### src/rtl/mdm_pkg.sv
package mdm_pkg;
	// ****************************************
	// Register map (byte addresses)
	// ****************************************
	localparam logic [11:0] CFG0_OFS   = 12'h500;
	localparam logic [11:0] CFG1_OFS   = 12'h504;
	localparam logic [11:0] TXD_OFS    = 12'h508;
	localparam logic [11:0] RXD_OFS    = 12'h50c;
	localparam logic [11:0] ISTAT_OFS  = 12'h600;
	localparam logic [11:0] IPEND_OFS  = 12'h610;
	localparam logic [11:0] IEN_OFS    = 12'h620;
	localparam logic [11:0] IACK_OFS   = 12'h630;
	// ****************************************
	// Field positions
	// ****************************************
	localparam int ENABLE_BIT   = 6;
	localparam int DIV_LSB      = 0;
	localparam int DIV_W        = 6;
	localparam int PORT_ADDRESS_FIELD_LSB    = 24;
	localparam int DEVICE_ADDRESS_FIELD_LSB    = 16;
	localparam int OP_LSB       = 14;
	localparam int START_BIT    = 11;
	localparam int READY_BIT    = 7;
	localparam int RX_READY_BIT = 16;
	localparam int DONE_BIT     = 0;
	// ****************************************
	// Reset values
	// ****************************************
	localparam logic [5:0]  DIV_RST   = 6'h00;
	localparam logic [4:0]  ADDR_RST  = 5'h00;
	localparam logic [1:0]  OP_RST    = 2'h0;
	localparam logic [15:0] DATA_RST  = 16'h0000;
	localparam logic        IRQ_RST   = 1'b0;
	// ****************************************
	// Frame layout
	// ****************************************
	localparam logic [5:0] PRE_BITS   = 6'h20;
	localparam logic [5:0] FRAME_BITS = 6'h20;
	localparam logic [1:0] START_CODE = 2'h0;
	localparam logic [1:0] TA_CODE    = 2'h2;
	localparam logic [1:0] OP_READ    = 2'h3;
	localparam logic [1:0] OP_PRD_INC = 2'h2;
	// Master releases the line on a read at the bit index one above this
	localparam logic [5:0] TA_IDX     = 6'h11;
	typedef enum { ST_IDLE, ST_PRE, ST_FRAME, ST_DONE } mdm_state_t;
endpackage

### src/rtl/mdm_master.sv
`timescale 1ns/10ps
// Summary of operation
// - Enable bit gates the start of all PHY accesses
// - Divider field sets MDC period
// - Port address from config bits 28:24
// - Device address from config bits 20:16
// - Opcode from config bits 15:14
// - Start only accepted while ready
// - Start bit self-clears on completion
// - Ready flag high when idle
// - Transmit data low half sent
// - Read data captured into receive register
// - Receive register bit 16 mirrors ready
// - Completion raises interrupt when enabled
// - Interrupt bit 0 is completion only
// - Read data valid before interrupt rises
// - Interrupt holds until acknowledged or disabled
// - Status bit cleared by writing zero
// - Pending is enable and status; W1C
// - Enable register write-one enables, reset zero
// - Acknowledge register write-only, one clears
module mdm_master #(
	parameter int DIV_WIDTH = 6
) (
	input  wire logic        core_clk_i,
	input  wire logic        arst_n_i,
	input  wire logic [11:0] addr_i,
	input  wire logic [31:0] wdata_i,
	input  wire logic        wr_i,
	input  wire logic        rd_i,
	output logic      [31:0] rdata_o,
	output logic             mdc_o,
	output logic             mdio_o,
	output logic             mdio_oe_o,
	input  wire logic        mdio_i,
	output logic             irq_o
);
	import mdm_pkg::*;

	// ****************************************
	// Elaboration checks
	// ****************************************
	// Divider field must fit below the enable bit
	if (DIV_WIDTH < 1 || DIV_WIDTH > ENABLE_BIT) begin : g_div_chk
		$error("divider width out of range");
	end

	// ****************************************
	// Register state
	// ****************************************
	logic             en_r, en_nxt;
	logic [DIV_WIDTH-1:0] div_r, div_nxt;
	logic [4:0]       prt_r, prt_nxt;
	logic [4:0]       dev_r, dev_nxt;
	logic [1:0]       op_r, op_nxt;
	logic [15:0]      txd_r, txd_nxt;
	logic [15:0]      rxd_r, rxd_nxt;
	logic             ist_r, ist_nxt;
	logic             ien_r, ien_nxt;
	logic [31:0]      rdata_r, rdata_nxt;
	logic             irq_r, irq_nxt;

	// ****************************************
	// Engine state
	// ****************************************
	mdm_state_t       st_r, st_nxt;
	logic [DIV_WIDTH-1:0] cnt_r, cnt_nxt;
	logic             mdc_r, mdc_nxt;
	logic [5:0]       bit_r, bit_nxt;
	logic [31:0]      sh_r, sh_nxt;
	logic             mdio_r, mdio_nxt;
	logic             oe_r, oe_nxt;
	logic             rdop_r, rdop_nxt;

	logic ready;
	logic start_req;
	logic tick;
	logic rise;
	logic fall;

	function automatic logic hit(input logic [11:0] a, input logic [11:0] ofs);
		hit = (a == ofs);
	endfunction

	assign ready     = (st_r == ST_IDLE);
	assign start_req = wr_i && hit(addr_i, CFG1_OFS) && wdata_i[START_BIT]
	                   && ready && en_r;
	// Half period is divider+1 core cycles
	assign tick      = (cnt_r == div_r);
	assign rise      = tick && !mdc_r;
	assign fall      = tick && mdc_r;

	// ****************************************
	// Register file next state
	// ****************************************
	always_comb begin
		en_nxt  = en_r;
		div_nxt = div_r;
		prt_nxt = prt_r;
		dev_nxt = dev_r;
		op_nxt  = op_r;
		txd_nxt = txd_r;
		ien_nxt = ien_r;
		ist_nxt = ist_r;
		if (wr_i) begin
			if (hit(addr_i, CFG0_OFS)) begin
				en_nxt  = wdata_i[ENABLE_BIT];
				div_nxt = wdata_i[DIV_LSB +: DIV_WIDTH];
			end
			if (hit(addr_i, CFG1_OFS) && ready) begin
				prt_nxt = wdata_i[PORT_ADDRESS_FIELD_LSB +: 5];
				dev_nxt = wdata_i[DEVICE_ADDRESS_FIELD_LSB +: 5];
				op_nxt  = wdata_i[OP_LSB +: 2];
			end
			if (hit(addr_i, TXD_OFS) && ready) begin
				txd_nxt = wdata_i[15:0];
			end
			if (hit(addr_i, IEN_OFS)) begin
				ien_nxt = wdata_i[DONE_BIT];
			end
			if (hit(addr_i, ISTAT_OFS) && !wdata_i[DONE_BIT]) begin
				ist_nxt = 1'b0;
			end
			if ((hit(addr_i, IPEND_OFS) || hit(addr_i, IACK_OFS))
			    && wdata_i[DONE_BIT]) begin
				ist_nxt = 1'b0;
			end
		end
		// Completion beats a same-cycle clear
		if (st_r == ST_DONE) begin
			ist_nxt = 1'b1;
		end
		irq_nxt = ist_nxt && ien_nxt;
	end

	// ****************************************
	// Read mux
	// ****************************************
	always_comb begin
		rdata_nxt = 32'h0000_0000;
		if (rd_i) begin
			case (addr_i)
				CFG0_OFS: begin
					rdata_nxt[ENABLE_BIT]           = en_r;
					rdata_nxt[DIV_LSB +: DIV_WIDTH] = div_r;
				end
				CFG1_OFS: begin
					rdata_nxt[PORT_ADDRESS_FIELD_LSB +: 5] = prt_r;
					rdata_nxt[DEVICE_ADDRESS_FIELD_LSB +: 5] = dev_r;
					rdata_nxt[OP_LSB +: 2]    = op_r;
					rdata_nxt[START_BIT]      = !ready;
					rdata_nxt[READY_BIT]      = ready;
				end
				TXD_OFS: rdata_nxt[15:0] = txd_r;
				RXD_OFS: begin
					rdata_nxt[15:0]         = rxd_r;
					rdata_nxt[RX_READY_BIT] = ready;
				end
				ISTAT_OFS: rdata_nxt[DONE_BIT] = ist_r;
				IPEND_OFS: rdata_nxt[DONE_BIT] = ist_r && ien_r;
				IEN_OFS:   rdata_nxt[DONE_BIT] = ien_r;
				default:   rdata_nxt = 32'h0000_0000;
			endcase
		end
	end

	// ****************************************
	// Frame engine next state
	// ****************************************
	always_comb begin
		st_nxt   = st_r;
		cnt_nxt  = tick ? '0 : cnt_r + 1'b1;
		mdc_nxt  = tick ? !mdc_r : mdc_r;
		bit_nxt  = bit_r;
		sh_nxt   = sh_r;
		mdio_nxt = mdio_r;
		oe_nxt   = oe_r;
		rdop_nxt = rdop_r;
		rxd_nxt  = rxd_r;
		case (st_r)
			ST_IDLE: begin
				// Clock parked low, line released while idle
				cnt_nxt  = '0;
				mdc_nxt  = 1'b0;
				oe_nxt   = 1'b0;
				mdio_nxt = 1'b1;
				if (start_req) begin
					st_nxt   = ST_PRE;
					bit_nxt  = PRE_BITS;
					// Fields written with the start bit apply to this frame
					rdop_nxt = (wdata_i[OP_LSB +: 2] == OP_READ)
					           || (wdata_i[OP_LSB +: 2] == OP_PRD_INC);
					sh_nxt   = {START_CODE, wdata_i[OP_LSB +: 2], wdata_i[PORT_ADDRESS_FIELD_LSB +: 5],
					            wdata_i[DEVICE_ADDRESS_FIELD_LSB +: 5], TA_CODE, txd_r};
				end
			end
			ST_PRE: begin
				if (fall) begin
					oe_nxt   = 1'b1;
					mdio_nxt = 1'b1;
					bit_nxt  = bit_r - 1'b1;
					if (bit_r == 6'h01) begin
						st_nxt  = ST_FRAME;
						bit_nxt = FRAME_BITS;
					end
				end
			end
			ST_FRAME: begin
				// Launch on falling edge so the PHY samples on rising
				if (fall) begin
					if (bit_r == 6'h00) begin
						st_nxt = ST_DONE;
						oe_nxt = 1'b0;
					end else begin
						mdio_nxt = sh_r[31];
						sh_nxt   = {sh_r[30:0], 1'b0};
						bit_nxt  = bit_r - 1'b1;
						if (rdop_r && bit_r <= TA_IDX + 6'h01) begin
							oe_nxt = 1'b0;
						end
					end
				end
				if (rise && rdop_r && bit_r < 6'h10) begin
					rxd_nxt = {rxd_r[14:0], mdio_i};
				end
			end
			ST_DONE: begin
				st_nxt = ST_IDLE;
			end
			default: st_nxt = ST_IDLE;
		endcase
	end

	// ****************************************
	// Registers
	// ****************************************
	always_ff @(posedge core_clk_i or negedge arst_n_i) begin
		if (!arst_n_i) begin
			en_r    <= 1'b0;
			div_r   <= DIV_RST[DIV_WIDTH-1:0];
			prt_r   <= ADDR_RST;
			dev_r   <= ADDR_RST;
			op_r    <= OP_RST;
			txd_r   <= DATA_RST;
			rxd_r   <= DATA_RST;
			ist_r   <= IRQ_RST;
			ien_r   <= IRQ_RST;
			rdata_r <= 32'h0000_0000;
			irq_r   <= 1'b0;
			st_r    <= ST_IDLE;
			cnt_r   <= '0;
			mdc_r   <= 1'b0;
			bit_r   <= 6'h00;
			sh_r    <= 32'h0000_0000;
			mdio_r  <= 1'b1;
			oe_r    <= 1'b0;
			rdop_r  <= 1'b0;
		end else begin
			en_r    <= en_nxt;
			div_r   <= div_nxt;
			prt_r   <= prt_nxt;
			dev_r   <= dev_nxt;
			op_r    <= op_nxt;
			txd_r   <= txd_nxt;
			rxd_r   <= rxd_nxt;
			ist_r   <= ist_nxt;
			ien_r   <= ien_nxt;
			rdata_r <= rdata_nxt;
			irq_r   <= irq_nxt;
			st_r    <= st_nxt;
			cnt_r   <= cnt_nxt;
			mdc_r   <= mdc_nxt;
			bit_r   <= bit_nxt;
			sh_r    <= sh_nxt;
			mdio_r  <= mdio_nxt;
			oe_r    <= oe_nxt;
			rdop_r  <= rdop_nxt;
		end
	end

	assign rdata_o   = rdata_r;
	assign mdc_o     = mdc_r;
	assign mdio_o    = mdio_r;
	assign mdio_oe_o = oe_r;
	assign irq_o     = irq_r;
endmodule // mdm_master

### config.mk
export PLATFORM = sky130hd
export DESIGN_NAME = mdm_master
export DESIGN_NICKNAME = d
export VERILOG_FILES = /design/src/rtl/mdm_pkg.sv /design/src/rtl/mdm_master.sv
export SDC_FILE = /design/constraint.sdc
export NUM_CORES = 1
export LEC_CHECK = 0
export ABC_AREA = 1
export BUFFER_PORTS_ARGS = -buffer_cell sky130_fd_sc_hd__clkbuf_2
export CORE_ASPECT_RATIO = 1.2
export CORE_MARGIN = 2
export CORE_UTILIZATION = 45
export CTS_CLUSTER_SIZE = 28
export DETAILED_ROUTE_END_ITERATION = 10
export PLACE_DENSITY_LB_ADDON = 0.12
export SYNTH_ARGS = -nofsm -noshare
export SYNTH_HDL_FRONTEND = slang
export SYNTH_SLANG_ARGS = --single-unit
### constraint.sdc
create_clock -name core_clk_i -period 2.1 [get_ports core_clk_i]
set_input_delay 0.105 -clock core_clk_i [delete_from_list [all_inputs] [get_ports core_clk_i]]
set_output_delay 0.105 -clock core_clk_i [all_outputs]
set_load 0.05 [all_outputs]
==> results of run 1 <==
==> cell families (layout without fill, tap and decap cells) <==
group	after synthesis	in the layout	synth area share, %
fa+ha+maj	8	8	1.567
other cells	1	6	0.05871
buf+inv	143	257	9.579
simple gates	418	419	28.83
compound gates	107	107	8.599
flops	130	130	50.95
xor+xnor	3	3	0.4114
==> critical path, delay by kind of cell (launching register included) <==
family / cells / cell delay (ns)
and+or+nand+nor: 6 / 0.92
adders and majority gates: 1 / 0.27
DFF: 1 / 0.41
buffers and inverters: 2 / 0.16
==> cell type report <==
cell class	count	area share, %
Clock buffer	19	5.774
Timing Repair Buffer	119	10.30
Multi-Input combinational cell	543	32.60
Sequential cell	130	41.49
Tap cell	171	2.728
Clock inverter	13	2.026
Inverter	106	5.073
==> cell usage after synthesis, types with 2 or more instances <==
| cell | n | share of area [%] |
|---|---|---|
| nor2_4 | 2 | 0.35 |
| nand3_4 | 2 | 0.55 |
| clkinv_1 | 2 | 0.12 |
| ha_1 | 8 | 1.6 |
| a21oi_1 | 20 | 1.6 |
| nor3_1 | 8 | 0.63 |
| nand3b_1 | 3 | 0.35 |
| inv_1 | 99 | 5.8 |
| o211ai_1 | 2 | 0.23 |
| nor2_2 | 2 | 0.20 |
| o21ai_0 | 53 | 4.2 |
| nand3_1 | 26 | 2.0 |
| inv_2 | 5 | 0.29 |
| buf_6 | 3 | 0.53 |
| nand2_1 | 268 | 16 |
| nand2_2 | 7 | 0.69 |
| nor3b_1 | 2 | 0.23 |
| nor2_1 | 49 | 2.9 |
| buf_4 | 10 | 1.2 |
| nand4_1 | 44 | 4.3 |
| dfrtp_1 | 129 | 51 |
| clkbuf_1 | 10 | 0.59 |
| o21ai_1 | 28 | 2.2 |
| buf_2 | 12 | 0.94 |
| buf_1 | 2 | 0.12 |
| xor2_1 | 3 | 0.41 |
==> final timing paths <==
kind                                 startpoint               endpoint  cells after the start  slack, ns
min in group asynchronous              arst_n_i  txd_r[12]$_DFFE_PN0P_                      2       0.17
min reg2reg                sh_r[16]$_DFFE_PN0P_   sh_r[16]$_DFFE_PN0P_                      2       0.46
max                         st_r[0]$_DFFE_PN0P_   bit_r[4]$_DFFE_PN0P_                      9       0.22
min                                 wdata_i[14]    op_r[0]$_DFFE_PN0P_                      3       0.04
max reg2reg                 st_r[0]$_DFFE_PN0P_   bit_r[4]$_DFFE_PN0P_                      9       0.22
max in group asynchronous              arst_n_i     mdio_o$_DFFE_PN1P_                      3       1.27
==> routing by layer <==
metal  vias to the layer above  GRT usage, %
met5                         -             0
met4                         0         7.249
met3                        22         4.758
met2                       139         36.33
met1                      2659         25.68
li1                       2785             -
==> registers in the layout, summed over array words and instances (netlist names), 5 cells and up <==
signal	cells
bit_r	6
cnt_r	6
sh_r	32
rxd_r	16
prt_r	5
dev_r	5
rdata_o	26
txd_r	16
div_r	6
==> power by group <==
part           internal [mW]  leakage (nW)  switching (mW)
logic                  0.834          2.05            1.94
registers               2.77          1.77           0.160
clock network           1.92         0.295            1.10
==> per-stage QoR <==
stage,instances,utilization (%)
final,1101,56.76
after global routing,1101,56.76
after CTS,1100,56.63
after detailed placement,1041,50.25
after global placement,1041,50.25
after floorplan,815,-
==> what timing repair did <==
item                                   in CTS  in global routing
setup endpoints to repair                   0                 32
hold buffers                               27                  0
endpoints found under the hold margin      64                  0
resized for setup                           0                  1
==> results.cfg, run 1 <==
[run_status]
status = complete, no violations

[timing]
grt_setup_unrepaired = no
fin_crit_sh_pct = 89.66
skew_ns = 0.009008
setup_tns_ns = 0
holdWs_ns = 0.03675
setup_viol = 0
maxSlewViolCount = 0
clock.fmax_mhz = 531.1
finalHoldViolations = 0
fin_crit_ns = 1.883
setup_slack_ns = 0.2172

[grt]
grt_pass1_vias = 5497
grt_overflow = 0
grt_antenna_before_repair = 0
grt_usage_pct = 20.92
grt_max_degree = 53
grt_first_pass_wirelength_mm = 25.64

[clocking]
numCtsBuffers = 17
cts_sinks = 130
cts-root-buf = clkbuf_16
cts_tree = yes
clk_path_buf_depth = 2
cts_setup_buffers = 0
clkTransAtPathRegs_ns = 0.06
clkLatencyLatePin_ns = 0.42
htree_levels = 4

[critical_path]
cpPeakStageDelay_ns = 0.41
crit_fanout = 6
crit_chain = inv_1, ha_1, nand2_1, inv_2, nand4_2, nand2_2, nand3_1, nand2_1, nand2_1
cp.arrival_ns = 2.18
critPathSlowestCell = dfrtp_1
cp-end-kind = register
crit_required_ns = 2.40
cp-start-kind = register
path_class = reg -> reg
crit_top_cell = nand2_1

[drt]
wl_met2_mm = 7.612
ant_nets = 0
vias = 5605
first_iter_violations = 447
routed_wl_mm = 14.88
drcViolationCount = 0
via_per_inst = 5.091
wl_per_cell_um = 13.51
drt-pass1-iter-count = 5
wl_met3_um = 619
topRoutingLayerUsed = met4
routedLengthMet1_mm = 6.368

[synth]
yosysWarnings = 0
synth_edf_count = 0
syn-cell-area_um2 = 6387
ys_seq_area_share_pct = 50.95
syn_area_per_cell_um2 = 7.886
syn_inst = 810
synth_cell_types = 37
async_reset_ff_share_pct = 100.0
synth_ff_type = dfrtp_1
ys_ff_latch = 130

[finish]
final-seq-area_um2 = 3254
fill_cells = 1278
antenna_cells = 0
final_layout_size_suffix_gt1_share_pct = 16.02
mostFrequentLayoutCells = nand2_1 (268), dfrtp_1 (129), inv_1 (99)
fin_nets = 974
multi_input_area_um2 = 2557
postLayoutCellArea_um2 = 7844
final_common_cell = nand2_1
area_growth_pct = 22.80

[floorplanning]
initial_utilization_pct = 46.22
core-area_um2 = 13820
die_x_um = 112.8
die_h_um = 134.5
rows = 47
io_pins = 85
dieArea_um2 = 15170

[flow_run]
maxCapViolCount = 0

[place]
routabilityCongestion = 0.8499
placed_cell_area_um2 = 6944
dp.final_hpwl_mm = 10.43
dpl_worst_slack_ns = 0.1366
portBuffers = 72

[power]
ir_drop_v = 0.0007751
total_power_mw = 8.734
leakage_nw = 4.113
power-per-cell-area_nw_per_um2 = 1113

[min_path]
hold_path_class = in -> reg
Power figures use the tool's default switching activity.
==> run 2: changes to the inputs <==
--- a/config.mk
+++ b/config.mk
@@ -13,6 +13,7 @@
 export CTS_CLUSTER_SIZE = 28
 export DETAILED_ROUTE_END_ITERATION = 10
 export PLACE_DENSITY_LB_ADDON = 0.12
+export RECOVER_POWER = 50
 export SYNTH_ARGS = -nofsm -noshare
 export SYNTH_HDL_FRONTEND = slang
 export SYNTH_SLANG_ARGS = --single-unit
==> run 2 against run 1 <==
Against the previous run:
- clock power about the same
- register-to-register slack about the same
- critical endpoint unchanged
- clock skew increased by 0.0020 ns
- highest routed layer unchanged
- final area decreased by 0.59%
- utilization decreased by 0.33 points
- critical path type unchanged
- routed wire length increased by 0.27%
- cell count unchanged
- global-route usage unchanged
- via count decreased by 0.25%
- sequential share of layout area increased by 0.25 points
- flip-flop and latch count unchanged
==> results.cfg, run 2 (same netlist as run 1, synthesis figures left out) <==
[floorplanning]
die_h_um = 134.5
core-area_um2 = 13820
die_x_um = 112.8
rows = 47
dieArea_um2 = 15170
initial_utilization_pct = 46.22
io_pins = 85

[critical_path]
crit_chain = inv_1, ha_1, nand2_1, inv_2, nand4_2, nand2_2, nand3_1, nand2_1, nand2_1
cp_top_family = simple AND/OR/NAND/NOR gates
crit_fanout = 6
r2r-start = st_r[0]$_DFFE_PN0P_
cp-end-kind = register
path_class = reg -> reg
critPathSlowestCell = dfrtp_1
cp.arrival_ns = 2.18
cp-start-kind = register
critPathBufInv = 2
cpPeakStageDelay_ns = 0.41
crit_top_cell = nand2_1
crit_path_start = st_r[0]$_DFFE_PN0P_
crit_required_ns = 2.40

[place]
dp.final_hpwl_mm = 10.43
dpl_worst_slack_ns = 0.1366
portBuffers = 72
routabilityCongestion = 0.8499

[drt]
ant_nets = 0
wl_per_cell_um = 13.55
routed_wl_mm = 14.92
drcViolationCount = 0
first_iter_violations = 434
vias = 5591
drt-pass1-iter-count = 5
via_per_inst = 5.078

[clocking]
clkTransAtPathRegs_ns = 0.06
numCtsBuffers = 17
cts_setup_buffers = 0
cts_sinks = 130
htree_levels = 4
clkLatencyLatePin_ns = 0.42
cts_tree = yes
clk_path_buf_depth = 2
cts-root-buf = clkbuf_16

[finish]
antenna_cells = 0
final_layout_size_suffix_gt1_share_pct = 15.27
fin_util_pct = 56.42
area_growth_pct = 22.08
fin_nets = 974
final_common_cell = nand2_1
mostFrequentLayoutCells = nand2_1 (271), dfrtp_1 (129), inv_1 (100)
largest_register_ffs = 32
top_register = sh_r

[timing]
fin_crit_sh_pct = 89.58
fin_crit_ns = 1.881
skew_ns = 0.01099
maxSlewViolCount = 0
setup_tns_ns = 0
max_slew_margin_pct = 48.83
clock.fmax_mhz = 531.6
worst_pin_slew_ns = 0.7675
finalHoldViolations = 0
grt_setup_unrepaired = no
setup_viol = 0
setup_slack_ns = 0.2188

[power]
power-per-cell-area_nw_per_um2 = 1120
swShare_pct = 36.79
clock_power_share_pct = 34.7
p_seq_share_pct = 33.6
p_switching_mw = 3.212
ir_drop_v = 0.0007743
intPower_mw = 5.520
leakage_nw = 4.099
combPwrFrac_pct = 31.7

[grt]
grt_first_pass_wirelength_mm = 25.64
grt_antenna_before_repair = 0
grt_pass1_vias = 5497
grt_overflow = 0
grt_usage_pct = 20.92
grt_max_degree = 53

[min_path]
hold_path_class = in -> reg
worstHoldStart = wdata_i[14]

[run_status]
status = complete, no violations

[flow_run]
maxCapViolCount = 0
==> run 2: cell types whose count changed in the layout (fill, tap and decap cells not counted), moves of 2 or more <==
| cell | change |
|---|---|
| nand2_2 | -3 |
| clkbuf_4 | +2 |
| nor2_1 | +2 |
| buf_12 | -2 |
| nand2_1 | +3 |
==> run 2: worst min-delay path, stage by stage <==
cell and delay [ns]:
clkbuf_2 0.08, inv_1 0.08, o21ai_1 0.13
==> run 2: cell type report <==
class,instances,area (um2)
fillers,1285,6022
flip-flops and latches,130,3254
multi-input cells,543,2540
repair buffers,119,779.5
clock buffers,19,452.9
inverters,106,397.9
well taps,171,214.0
clock inverters,13,158.9
==> run 2: repair_timing <==
| item | 4_1_cts | 5_1_grt |
|---|---|---|
| hold buffers | 27 | 0 |
| gates resized for setup | 0 | 1 |
| hold endpoints to repair | 64 | 0 |
| endpoints found under the setup margin | 0 | 32 |
==> run 2: stage by stage <==
step / total power [mW] / hold slack [ns] / area [um2] / instances
finish: 8.732 / 0.02082 / 7797 / 1101
global route: 9.259 / 0.02255 / 7797 / 1101
CTS: 8.715 / 0.01463 / 7826 / 1100
detailed placement: 5.626 / 0.07540 / 6944 / 1041
global placement: 5.556 / 0.06777 / 6944 / 1041
floorplan: 4.932 / -0.1906 / 6406 / 815
==> run 2: path summary, 6_finish.rpt <==
check / endpoint / slack, ns / depth (start not counted)
setup / recovery: bit_r[4]$_DFFE_PN0P_ / 0.22 / 9
max in group asynchronous: cnt_r[0]$_DFF_PN0_ / 0.55 / 3
min in group asynchronous: txd_r[10]$_DFFE_PN0P_ / 0.29 / 2
hold / removal: op_r[0]$_DFFE_PN0P_ / 0.02 / 3
setup reg to reg: bit_r[4]$_DFFE_PN0P_ / 0.22 / 9
hold reg to reg: sh_r[16]$_DFFE_PN0P_ / 0.46 / 2
==> run 2: layer usage <==
layer  vias to the layer above  track usage (%)  wire length, um  share of wire (%)
li1                       2783                -                -                  -
met1                      2643            25.68             6390                 43
met2                       144            36.33             7658                 51
met3                        21            4.758              596                4.0
met4                         0            7.249              271                1.8
met5                         -                0                0                  0
==> run 2: power groups by stage <==
stage | Clock (mW) | Combinational, mW | Sequential [mW]
floorplan | 0 | 1.87 | 3.06
global placement | 0 | 2.59 | 2.96
detailed placement | 0 | 2.65 | 2.97
CTS | 3.08 | 2.71 | 2.93
global route | 3.19 | 3.11 | 2.96
finish | 3.03 | 2.77 | 2.93
